--- src/include/pssd_defines.vh ---
/*
  Constants for the packed shift/subtract/interleave decoder: opcode bytes,
  field positions and latencies. Assumes plain Verilog-2005 includers.
*/
`ifndef PSSD_DEFINES_VH
`define PSSD_DEFINES_VH

// ****************************************
// Encoding bytes
// ****************************************
`define PSSD_ESCAPE        8'h0f
`define PSSD_SHI_WORD      8'h71
`define PSSD_SHI_DWORD     8'h72
`define PSSD_SHI_QWORD     8'h73
`define PSSD_SLL_WORD      8'hf1
`define PSSD_SLL_DWORD     8'hf2
`define PSSD_SLL_QWORD     8'hf3
`define PSSD_SRA_WORD      8'he1
`define PSSD_SRA_DWORD     8'he2
`define PSSD_SRL_WORD      8'hd1
`define PSSD_SRL_DWORD     8'hd2
`define PSSD_SRL_QWORD     8'hd3
`define PSSD_SUB_BYTE      8'hf8
`define PSSD_SUB_WORD      8'hf9
`define PSSD_SUB_DWORD     8'hfa
`define PSSD_SSUB_BYTE     8'he8
`define PSSD_SSUB_WORD     8'he9
`define PSSD_USUB_BYTE     8'hd8
`define PSSD_USUB_WORD     8'hd9
`define PSSD_IHI_BYTE      8'h68
`define PSSD_IHI_WORD      8'h69
`define PSSD_IHI_DWORD     8'h6a
`define PSSD_ILO_BYTE      8'h60
`define PSSD_ILO_WORD      8'h61
`define PSSD_ILO_DWORD     8'h62
`define PSSD_XOR           8'hef

// ****************************************
// Mod/reg/rm fields
// ****************************************
`define PSSD_MOD_HI        7
`define PSSD_MOD_LO        6
`define PSSD_REG_HI        5
`define PSSD_REG_LO        3
`define PSSD_RM_HI         2
`define PSSD_RM_LO         0
`define PSSD_MOD_REGREG    2'h3
`define PSSD_REG_SLL       3'h6
`define PSSD_REG_SRA       3'h4
`define PSSD_REG_SRL       3'h2

// ****************************************
// Operation codes and widths
// ****************************************
`define PSSD_OP_SLL        3'h0
`define PSSD_OP_SRA        3'h1
`define PSSD_OP_SRL        3'h2
`define PSSD_OP_SUB        3'h3
`define PSSD_OP_SSUB       3'h4
`define PSSD_OP_USUB       3'h5
`define PSSD_OP_IHI        3'h6
`define PSSD_OP_ILO        3'h7
`define PSSD_OP_XOR        3'h3
`define PSSD_SZ_BYTE       2'h0
`define PSSD_SZ_WORD       2'h1
`define PSSD_SZ_DWORD      2'h2
`define PSSD_SZ_QWORD      2'h3
`define PSSD_MEM_64        1'b0
`define PSSD_MEM_32        1'b1

// ****************************************
// Timing
// ****************************************
`define PSSD_EXEC_LAT      2
`define PSSD_NOP_LAT       2
`define PSSD_NOP_SLOTS     3
`define PSSD_DEP_PAD       2

`endif

--- src/pssd_lat_track.v ---
/*
  Countdown of one issued operation's execute latency, with separate
  load/store wait added on top of it by freezing the count. Assumes a single clock domain.
*/
`timescale 1ns/1ns
`include "pssd_defines.vh"

module pssd_lat_track #(
  parameter CNT_W = 4
) (
  // Clock and reset
  input  wire             clk,
  input  wire             rst_b,
  // Control
  input  wire             start,
  input  wire [CNT_W-1:0] lat,
  input  wire             lsu_wait,
  // Status
  output reg              busy,
  output reg              done
);

  reg [CNT_W-1:0] count;

  always @(posedge clk or negedge rst_b) begin
    if (!rst_b) begin
      count <= {CNT_W{1'b0}};
      busy  <= 1'b0;
      done  <= 1'b0;
    end else begin
      done <= 1'b0;
      if (start) begin
        count <= lat;
        busy  <= 1'b1;
      end else if (busy && !lsu_wait) begin
        // Load/store time freezes the count, so it adds on top
        if (count == {{(CNT_W-1){1'b0}}, 1'b1}) begin
          busy <= 1'b0;
          done <= 1'b1;
        end
        count <= count - {{(CNT_W-1){1'b0}}, 1'b1};
      end
    end
  end

endmodule // pssd_lat_track

--- src/pssd_decode.v ---
/*
  Decoder and dispatcher for the packed shift, subtract, saturating
  subtract, interleave and exclusive-or group. Assumes one instruction per
  cycle from fetch, with escape, opcode and mod/reg/rm bytes presented
  together, and that the load/store unit signals when memory data is late.
*/
`timescale 1ns/1ns
`include "pssd_defines.vh"

// Overview of operation
// - The integer register number comes from bits 2..0 of the mod/reg/rm byte.
// - Latency covers execution only; load/store access time adds on top.
// - Memory forms also issue an internal nop of two cycles with no dependencies.
// - Up to two internal nops can run per cycle on any of three resources.
// - Immediate shifts decode from 0f then 71/72/73 for word/dword/qword.
// - Immediate shift kind by reg field: 110 left logical, 100 right arith, 010 right logical.
// - Count shifts decode as f1-f3 left, e1-e2 right arith, d1-d3 right logical.
// - Subtract decodes f8-fa wrapping, e8-e9 signed and d8-d9 unsigned saturating.
// - Interleave high is 68-6a, low is 60-62, and low forms read 32-bit memory.
// - Exclusive-or decodes from 0f ef in register and memory forms.
// - All use the single-op path, issue to add or multiply pipe, latency 2.
// - Mod 11 selects register form, any other mod a memory form (undefined for immediate shifts), 32-bit for interleave low, else 64-bit.
module pssd_decode #(
  parameter LAT_W = 4
) (
  // Clock and reset
  input  wire       clk,
  input  wire       rst_b,
  // Instruction stream
  input  wire       insn_valid,
  input  wire [7:0] insn_prefix,
  input  wire [7:0] insn_opcode,
  input  wire [7:0] insn_modrm,
  // Pipe and load/store status
  input  wire       mul_pipe_busy,
  input  wire       lsu_wait,
  // Dispatch
  output reg        issue_valid,
  output reg        issue_add_pipe,
  output reg        issue_mul_pipe,
  output reg        single_op_decode_path,
  output reg  [2:0] issue_op,
  output reg  [1:0] issue_size,
  output reg        issue_xor,
  output reg        issue_mem,
  output reg        issue_mem32,
  output reg  [2:0] issue_dst,
  output reg  [2:0] issue_src,
  output reg  [LAT_W-1:0] issue_latency,
  output reg        lsu_request,
  output reg        undefined_op,
  // Internal nops
  output reg  [1:0] nop_in_flight,
  // Completion
  output wire       exec_done
);

  // ****************************************
  // Decode
  // ****************************************
  localparam [LAT_W-1:0] EXEC_LAT = `PSSD_EXEC_LAT;

  wire [1:0] mod_f = insn_modrm[`PSSD_MOD_HI:`PSSD_MOD_LO];
  wire [2:0] reg_f = insn_modrm[`PSSD_REG_HI:`PSSD_REG_LO];
  wire [2:0] rm_f  = insn_modrm[`PSSD_RM_HI:`PSSD_RM_LO];
  wire       is_reg_form = (mod_f == `PSSD_MOD_REGREG);

  reg       hit;
  reg       bad;
  reg       x_xor;
  reg       x_m32;
  reg [2:0] x_op;
  reg [1:0] x_sz;

  always @* begin
    hit   = 1'b1;
    bad   = 1'b0;
    x_xor = 1'b0;
    x_m32 = `PSSD_MEM_64;
    x_op  = `PSSD_OP_SLL;
    x_sz  = `PSSD_SZ_WORD;
    case (insn_opcode)
      `PSSD_SHI_WORD, `PSSD_SHI_DWORD, `PSSD_SHI_QWORD: begin
        x_sz = (insn_opcode == `PSSD_SHI_WORD)  ? `PSSD_SZ_WORD :
               (insn_opcode == `PSSD_SHI_DWORD) ? `PSSD_SZ_DWORD : `PSSD_SZ_QWORD;
        case (reg_f)
          `PSSD_REG_SLL: x_op = `PSSD_OP_SLL;
          `PSSD_REG_SRA: x_op = `PSSD_OP_SRA;
          `PSSD_REG_SRL: x_op = `PSSD_OP_SRL;
          default:       bad  = 1'b1;
        endcase
        // No quadword arithmetic right form exists
        if (reg_f == `PSSD_REG_SRA && x_sz == `PSSD_SZ_QWORD) bad = 1'b1;
        // Immediate forms are register-only
        if (!is_reg_form) bad = 1'b1;
      end
      `PSSD_SLL_WORD:  begin x_op = `PSSD_OP_SLL;  x_sz = `PSSD_SZ_WORD;  end
      `PSSD_SLL_DWORD: begin x_op = `PSSD_OP_SLL;  x_sz = `PSSD_SZ_DWORD; end
      `PSSD_SLL_QWORD: begin x_op = `PSSD_OP_SLL;  x_sz = `PSSD_SZ_QWORD; end
      `PSSD_SRA_WORD:  begin x_op = `PSSD_OP_SRA;  x_sz = `PSSD_SZ_WORD;  end
      `PSSD_SRA_DWORD: begin x_op = `PSSD_OP_SRA;  x_sz = `PSSD_SZ_DWORD; end
      `PSSD_SRL_WORD:  begin x_op = `PSSD_OP_SRL;  x_sz = `PSSD_SZ_WORD;  end
      `PSSD_SRL_DWORD: begin x_op = `PSSD_OP_SRL;  x_sz = `PSSD_SZ_DWORD; end
      `PSSD_SRL_QWORD: begin x_op = `PSSD_OP_SRL;  x_sz = `PSSD_SZ_QWORD; end
      `PSSD_SUB_BYTE:  begin x_op = `PSSD_OP_SUB;  x_sz = `PSSD_SZ_BYTE;  end
      `PSSD_SUB_WORD:  begin x_op = `PSSD_OP_SUB;  x_sz = `PSSD_SZ_WORD;  end
      `PSSD_SUB_DWORD: begin x_op = `PSSD_OP_SUB;  x_sz = `PSSD_SZ_DWORD; end
      `PSSD_SSUB_BYTE: begin x_op = `PSSD_OP_SSUB; x_sz = `PSSD_SZ_BYTE;  end
      `PSSD_SSUB_WORD: begin x_op = `PSSD_OP_SSUB; x_sz = `PSSD_SZ_WORD;  end
      `PSSD_USUB_BYTE: begin x_op = `PSSD_OP_USUB; x_sz = `PSSD_SZ_BYTE;  end
      `PSSD_USUB_WORD: begin x_op = `PSSD_OP_USUB; x_sz = `PSSD_SZ_WORD;  end
      `PSSD_IHI_BYTE:  begin x_op = `PSSD_OP_IHI;  x_sz = `PSSD_SZ_BYTE;  end
      `PSSD_IHI_WORD:  begin x_op = `PSSD_OP_IHI;  x_sz = `PSSD_SZ_WORD;  end
      `PSSD_IHI_DWORD: begin x_op = `PSSD_OP_IHI;  x_sz = `PSSD_SZ_DWORD; end
      `PSSD_ILO_BYTE, `PSSD_ILO_WORD, `PSSD_ILO_DWORD: begin
        x_op  = `PSSD_OP_ILO;
        x_sz  = (insn_opcode == `PSSD_ILO_BYTE) ? `PSSD_SZ_BYTE :
                (insn_opcode == `PSSD_ILO_WORD) ? `PSSD_SZ_WORD : `PSSD_SZ_DWORD;
        x_m32 = `PSSD_MEM_32;
      end
      `PSSD_XOR: begin
        x_xor = 1'b1;
        x_op  = `PSSD_OP_XOR;
        x_sz  = `PSSD_SZ_QWORD;
      end
      default: hit = 1'b0;
    endcase
  end

  wire in_group  = insn_valid && (insn_prefix == `PSSD_ESCAPE) && hit;
  wire dispatch  = in_group && !bad;

  // ****************************************
  // Dispatch register
  // ****************************************
  // Multiply pipe only when add is taken by the previous issue still in flight
  wire lat_busy;
  wire add_taken = lat_busy && issue_add_pipe;
  wire pick_mul  = add_taken && !mul_pipe_busy;

  always @(posedge clk or negedge rst_b) begin
    if (!rst_b) begin
      issue_valid           <= 1'b0;
      issue_add_pipe        <= 1'b0;
      issue_mul_pipe        <= 1'b0;
      single_op_decode_path <= 1'b0;
      issue_op              <= 3'h0;
      issue_size            <= 2'h0;
      issue_xor             <= 1'b0;
      issue_mem             <= 1'b0;
      issue_mem32           <= 1'b0;
      issue_dst             <= 3'h0;
      issue_src             <= 3'h0;
      issue_latency         <= {LAT_W{1'b0}};
      lsu_request           <= 1'b0;
      undefined_op          <= 1'b0;
    end else begin
      issue_valid           <= dispatch;
      undefined_op          <= in_group && bad;
      single_op_decode_path <= dispatch;
      issue_add_pipe        <= dispatch && !pick_mul;
      issue_mul_pipe        <= dispatch && pick_mul;
      issue_latency         <= dispatch ? EXEC_LAT : {LAT_W{1'b0}};
      lsu_request           <= dispatch && !is_reg_form;
      if (dispatch) begin
        issue_op    <= x_op;
        issue_size  <= x_sz;
        issue_xor   <= x_xor;
        issue_mem   <= !is_reg_form;
        issue_mem32 <= !is_reg_form && x_m32;
        issue_dst   <= reg_f;
        issue_src   <= rm_f;
        // Immediate shifts name their destination in rm
        if (insn_opcode == `PSSD_SHI_WORD || insn_opcode == `PSSD_SHI_DWORD ||
            insn_opcode == `PSSD_SHI_QWORD)
          issue_dst <= rm_f;
      end
    end
  end

  // Tracker starts with the decode edge, so completion lands two cycles
  // after the issue pulse; a registered copy would add a cycle
  // Memory wait only stalls an operation that owns a memory operand
  pssd_lat_track #(
    .CNT_W (LAT_W)
  ) u_lat (
    .clk      (clk),
    .rst_b    (rst_b),
    .start    (dispatch),
    .lat      (EXEC_LAT),
    .lsu_wait (lsu_wait && issue_mem),
    .busy     (lat_busy),
    .done     (exec_done)
  );

  // ****************************************
  // Internal nop slots
  // ****************************************
  // Each memory form spawns one nop living two cycles; three slots are
  // plenty since at most one issue a cycle arrives, so none is ever refused.
  reg [`PSSD_NOP_SLOTS-1:0] nop_age0;
  reg [`PSSD_NOP_SLOTS-1:0] nop_ptr;
  wire spawn = dispatch && !is_reg_form;

  // Round-robin slot choice spreads nops over all resources
  always @(posedge clk or negedge rst_b) begin
    if (!rst_b)
      nop_ptr <= {{(`PSSD_NOP_SLOTS-1){1'b0}}, 1'b1};
    else if (spawn)
      nop_ptr <= {nop_ptr[`PSSD_NOP_SLOTS-2:0], nop_ptr[`PSSD_NOP_SLOTS-1]};
  end

  genvar g;
  generate
    for (g = 0; g < `PSSD_NOP_SLOTS; g = g + 1) begin : g_nop
      always @(posedge clk or negedge rst_b) begin
        if (!rst_b)
          nop_age0[g] <= 1'b0;
        else
          nop_age0[g] <= spawn && nop_ptr[g];
      end
    end
  endgenerate

  // Second cycle of a nop's life is counted from its slot
  always @(posedge clk or negedge rst_b) begin
    if (!rst_b)
      nop_in_flight <= 2'h0;
    else
      nop_in_flight <= {1'b0, spawn} + {1'b0, |nop_age0};
  end

endmodule // pssd_decode

--- config.mk ---
export PLATFORM = sky130hd
export DESIGN_NAME = pssd_decode
export DESIGN_NICKNAME = d
export VERILOG_FILES = /design/src/pssd_lat_track.v /design/src/pssd_decode.v
export VERILOG_INCLUDE_DIRS = /design/src /design/src/include
export SDC_FILE = /design/constraint.sdc
export NUM_CORES = 1
export LEC_CHECK = 0
export BUFFER_PORTS_ARGS = -buffer_cell sky130_fd_sc_hd__buf_2
export CAP_MARGIN = 10
export CORE_MARGIN = 3
export CORE_UTILIZATION = 46
export DETAILED_ROUTE_END_ITERATION = 8
export PLACE_DENSITY = 0.75
export SYNTH_ARGS = -nofsm -noshare
export SYNTH_HDL_FRONTEND = slang
export SYNTH_SLANG_ARGS = --single-unit
--- constraint.sdc ---
create_clock -name clk -period 1.4 [get_ports clk]
set_input_delay 0.07 -clock clk [delete_from_list [all_inputs] [get_ports clk]]
set_output_delay 0.07 -clock clk [all_outputs]
set_load 0.02 [all_outputs]
==> impl_table.tex <==
\begin{tabular}{lr}
\hline
Metric & Value \\
\hline
\multicolumn{2}{l}{\textbf{Run status}} \\
\quad Run status & finished, violations left \\
\quad Violated checks & setup timing \\
\multicolumn{2}{l}{\textbf{Global route}} \\
\quad Vias in the first global route & 1693 \\
\quad M1 GR Usage & between 20\% and 30\% \\
\quad Global Route Usage Sum & 19.8\% \\
\quad Antenna violations before repair & 0 \\
\quad Maximum number of pins on one net before global-route repair & 34 \\
\quad GR Overflow Total & 0 \\
\quad GR peak layer & met2 \\
\quad Met3 track demand over resource in global routing & 4.64\% \\
\quad Wire length of the first global-routing pass & 7630 µm \\
\quad GRT met2 Usage & 32.9\% \\
\multicolumn{2}{l}{\textbf{Power}} \\
\quad Worst VDD drop & 506 µV \\
\quad Pleak & 1.47 nW \\
\quad Total Power & between 2 and 2.5 mW \\
\quad Pwr dens & 764 nW/µm² \\
\multicolumn{2}{l}{\textbf{Detailed routing}} \\
\quad Count of unresolved DRC violations after routing & 0 \\
\quad ANT nets after route & 0 \\
\quad Detailed-route wire length & just under 5000 µm \\
\quad Drt initial violations & 117 \\
\quad Vias after detailed routing & 1756 \\
\quad Via density per instance & 5.37 \\
\quad Drt pass-1 iters & 4 \\
\quad Average detailed-routed wire length per instance & 15.1 µm \\
\multicolumn{2}{l}{\textbf{Worst setup path}} \\
\quad Cell with the biggest individual delay on the critical path & sky130\_fd\_sc\_hd\_\_o21ai\_4 \\
\quad CP Capture Type & flip-flop \\
\quad Worst R2R Path Depth & 5 \\
\quad Sequence of cells on the critical path & buf\_12, and2b\_1, a21oi\_1, o21ai\_1, or2\_4, o21ai\_4, inv\_4, mux2\_4 \\
\quad CP Capture Point & issue\_op[1] \\
\quad Required time of the critical path & around 1600 ps \\
\quad Worst setup startpoint & insn\_opcode[1] \\
\quad Endpoint of the worst-slack reg-to-reg timing path & u\_lat.busy \\
\quad Critical path data arrival time & roughly 1600 ps \\
\quad Biggest cell delay along the critical path & about 310 ps \\
\quad Setup slack of the most critical reg-to-reg path & approximately 110 ps \\
\quad Critical-path maximum fanout & 8 \\
\quad Type of origin of the critical path & primary input \\
\quad Worst R2R Start & issue\_mem \\
\quad CP Class & in -> reg \\
\multicolumn{2}{l}{\textbf{Logic synthesis}} \\
\quad Post-synthesis area per instance & 10.5 µm² \\
\quad Number of enable-type register cells in the synthesized netlist & 0 \\
\quad Most used DFF post-synth & sky130\_fd\_sc\_hd\_\_dfrtp\_1 \\
\quad Number of storage elements in the synthesis netlist & 33 \\
\quad Warning count from the yosys run & 0 \\
\quad Synthesized area & 1860 µm² \\
\quad Count of cell types in the netlist & 50 \\
\quad Count of mapped cells out of synthesis & 178 \\
\quad Async set-or-reset flop fraction in the synthesized netlist & 100\% \\
\quad Proportion of synthesized chip area in sequential cells & 44.4\% \\
\multicolumn{2}{l}{\textbf{STA}} \\
\quad Final number of max-transition violations & 0 \\
\quad Accumulated negative setup slack & -645 ps \\
\quad Hold Vio Cnt, Final & 0 \\
\quad RSZ-0062 raised after global routing & yes \\
\quad Final setup margin & -69.2 ps \\
\quad Post-route fraction of the period consumed by the critical path & 105\% \\
\quad Fmax & 681 MHz \\
\quad Post-route clock skew & 1.47 ps \\
\quad Number of setup violations in the final report & 13 \\
\quad Minimum clock period after layout & 1470 ps \\
\multicolumn{2}{l}{\textbf{Flow run}} \\
\quad Reported max-cap violation count & 0 \\
\multicolumn{2}{l}{\textbf{Clocking}} \\
\quad Cts bufs inserted & 5 \\
\quad Sink count of the clock tree & 33 \\
\quad Number of levels in the clock H-tree & 2 \\
\quad Deepest clock path buffer count & 2 \\
\quad CTS tree & built \\
\quad Clock transition time at the flip-flop clock pins of the worst setup and hold paths & 60 ps \\
\quad Root Buffer Master & sky130\_fd\_sc\_hd\_\_clkbuf\_8 \\
\quad Clock insertion delay at the later pin of the skew report & 280 ps \\
\multicolumn{2}{l}{\textbf{Floorplanning}} \\
\quad Die X-Extent & 69.6 µm \\
\quad Total die area & 4850 µm² \\
\quad Core Area & 3770 µm² \\
\quad Initial cell density of the core & 49.4\% \\
\quad Overall die height & 69.6 µm \\
\quad Site row count & 22 \\
\quad I/O pin total & 56 \\
\multicolumn{2}{l}{\textbf{Final layout}} \\
\quad Number of standard cells in the layout, taps in and fillers out & 327 \\
\quad Core utilization of the finished layout & 72.4\% \\
\quad Fraction of layout instances using a drive strength above 1 & 50.2\% \\
\quad Growth of design area from synthesis to finish & 46.6\% \\
\quad Number of nets at the end of the flow & 309 \\
\quad Diode count & 0 \\
\multicolumn{2}{l}{\textbf{Placed design}} \\
\quad Last weighted congestion value of the routability-driven placer & 1.00 \\
\quad Dpl cells & 311 \\
\quad Final HPWL from detailed placement & 3600 µm \\
\quad Port buffer count & 52 \\
\quad Setup WS pre-CTS & -374 ps \\
\multicolumn{2}{l}{\textbf{Min path}} \\
\quad Class of the most critical hold timing path & in -> reg \\
\hline
\end{tabular}
[worst min-delay path by stage]
stage	to	slack, ps	depth (start not counted)	from
after floorplan	issue_add_pipe	-230	0	rst_b
final	issue_src[2]	50	2	insn_modrm[2]
after CTS	issue_src[2]	40	2	insn_modrm[2]
after detailed placement	u_lat.count[2]	110	2	rst_b
after global routing	issue_src[2]	50	2	insn_modrm[2]
after global placement	u_lat.count[2]	110	2	rst_b
[cells in the final DEF, fill, tap and decap left out, types with 4 or more instances in the layout]
cell	n
sky130_fd_sc_hd__nand2_1	15
sky130_fd_sc_hd__mux2_2	9
sky130_fd_sc_hd__a21oi_1	6
sky130_fd_sc_hd__nor2_1	17
sky130_fd_sc_hd__clkbuf_8	6
sky130_fd_sc_hd__buf_2	46
sky130_fd_sc_hd__nand3_1	6
sky130_fd_sc_hd__buf_4	45
sky130_fd_sc_hd__o21ai_0	4
sky130_fd_sc_hd__dfrtp_1	32
sky130_fd_sc_hd__inv_1	9
sky130_fd_sc_hd__mux2_4	7
sky130_fd_sc_hd__buf_6	5
sky130_fd_sc_hd__and3_1	4
[report_power, final]
| part | total [mW] | switching (mW) | leakage [nW] | internal [mW] |
|---|---|---|---|---|
| combinational | 0.383 | 0.190 | 0.981 | 0.193 |
| clock | 0.715 | 0.314 | 0.0455 | 0.400 |
| sequential | 0.987 | 0.0136 | 0.443 | 0.973 |
[synthesized netlist by cell type, drive strengths merged, types with 2 or more instances]
master	count	area, µm²
nand2	15	56.3
xor2	2	17.5
nor3	3	15.0
or4b	3	30.0
mux2	16	199
nand3	6	30.0
a22o	2	17.5
a21o	2	15.0
nor4	2	12.5
o211ai	4	35.0
and3	4	25.0
inv	10	42.5
xnor2	3	26.3
nor2	17	63.8
mux2i	3	30.0
o21ai	7	46.3
buf	11	86.3
nor2b	6	45.0
a21oi	8	43.8
ha	2	25.0
dfrtp	32	801
a31oi	2	12.5
[kinds of logic (layout without fill, tap and decap cells)]
logic type | after synthesis | count (layout) | share of synthesized area, %
AO/OA/AOI/OAI | 30 | 30 | 12.6
XOR/XNOR | 5 | 5 | 2.35
adder cells (fa/ha/maj) | 2 | 2 | 1.34
buffers and inverters | 21 | 120 | 6.92
flip-flops | 33 | 33 | 44.4
multiplexers | 19 | 19 | 12.3
other | 1 | 3 | 0.201
AND/OR/NAND/NOR | 67 | 67 | 19.8
[worst max-delay path: cells and delay by family]
| kind | cells | cell delay, ps |
|---|---|---|
| muxes | 1 | 310 |
| AOI/OAI and AO/OA | 3 | 580 |
| buffers and inverters | 2 | 200 |
| and+or+nand+nor | 2 | 470 |
[cell type report]
cell class | instances | area [µm²]
Fill cell | 257 | 1040
Tap cell | 48 | 60.1
Inverter | 10 | 42.5
Clock buffer | 8 | 90.1
Timing Repair inverter | 1 | 6.26
Sequential cell | 33 | 827
Timing Repair Buffer | 101 | 694
Multi-Input combinational cell | 126 | 1010
[what timing repair did]
item	CTS	global route
gates cloned	1	0
hold buffers	2	0
resized for setup	23	14
pin swaps	6	5
setup endpoints to repair	21	24
buffers inserted	4	1
hold endpoints to repair	33	0
[registers in the layout, summed over array words and instances, names as in the netlist]
name	count
nop_age0	3
lsu_request	1
nop_ptr	3
issue_mem32	1
issue_dst	3
nop_in_flight	2
issue_size	2
u_lat.busy	1
undefined_op	1
issue_op	3
u_lat.done	1
u_lat.count	4
issue_latency	1
issue_mul_pipe	1
issue_xor	1
issue_src	3
issue_add_pipe	1
issue_mem	1
[routing by layer]
| layer | part of all wire, % | up-vias |
|---|---|---|
| met3 | 8.0 | 8 |
| li1 | - | 819 |
| met1 | 42 | 851 |
| met5 | 0 | - |
| met4 | 1.4 | 0 |
| met2 | 49 | 78 |
[metrics by stage]
stage	cell area [µm²]	hold slack (ps)
6_report	2730	49.1
5_1_grt	2730	49.3
4_1_cts	2660	42.7
3_5_place_dp	2420	112
3_3_place_gp	2420	111
2_1_floorplan	1880	-226
No activity file was read; power rests on OpenSTA's default activity.
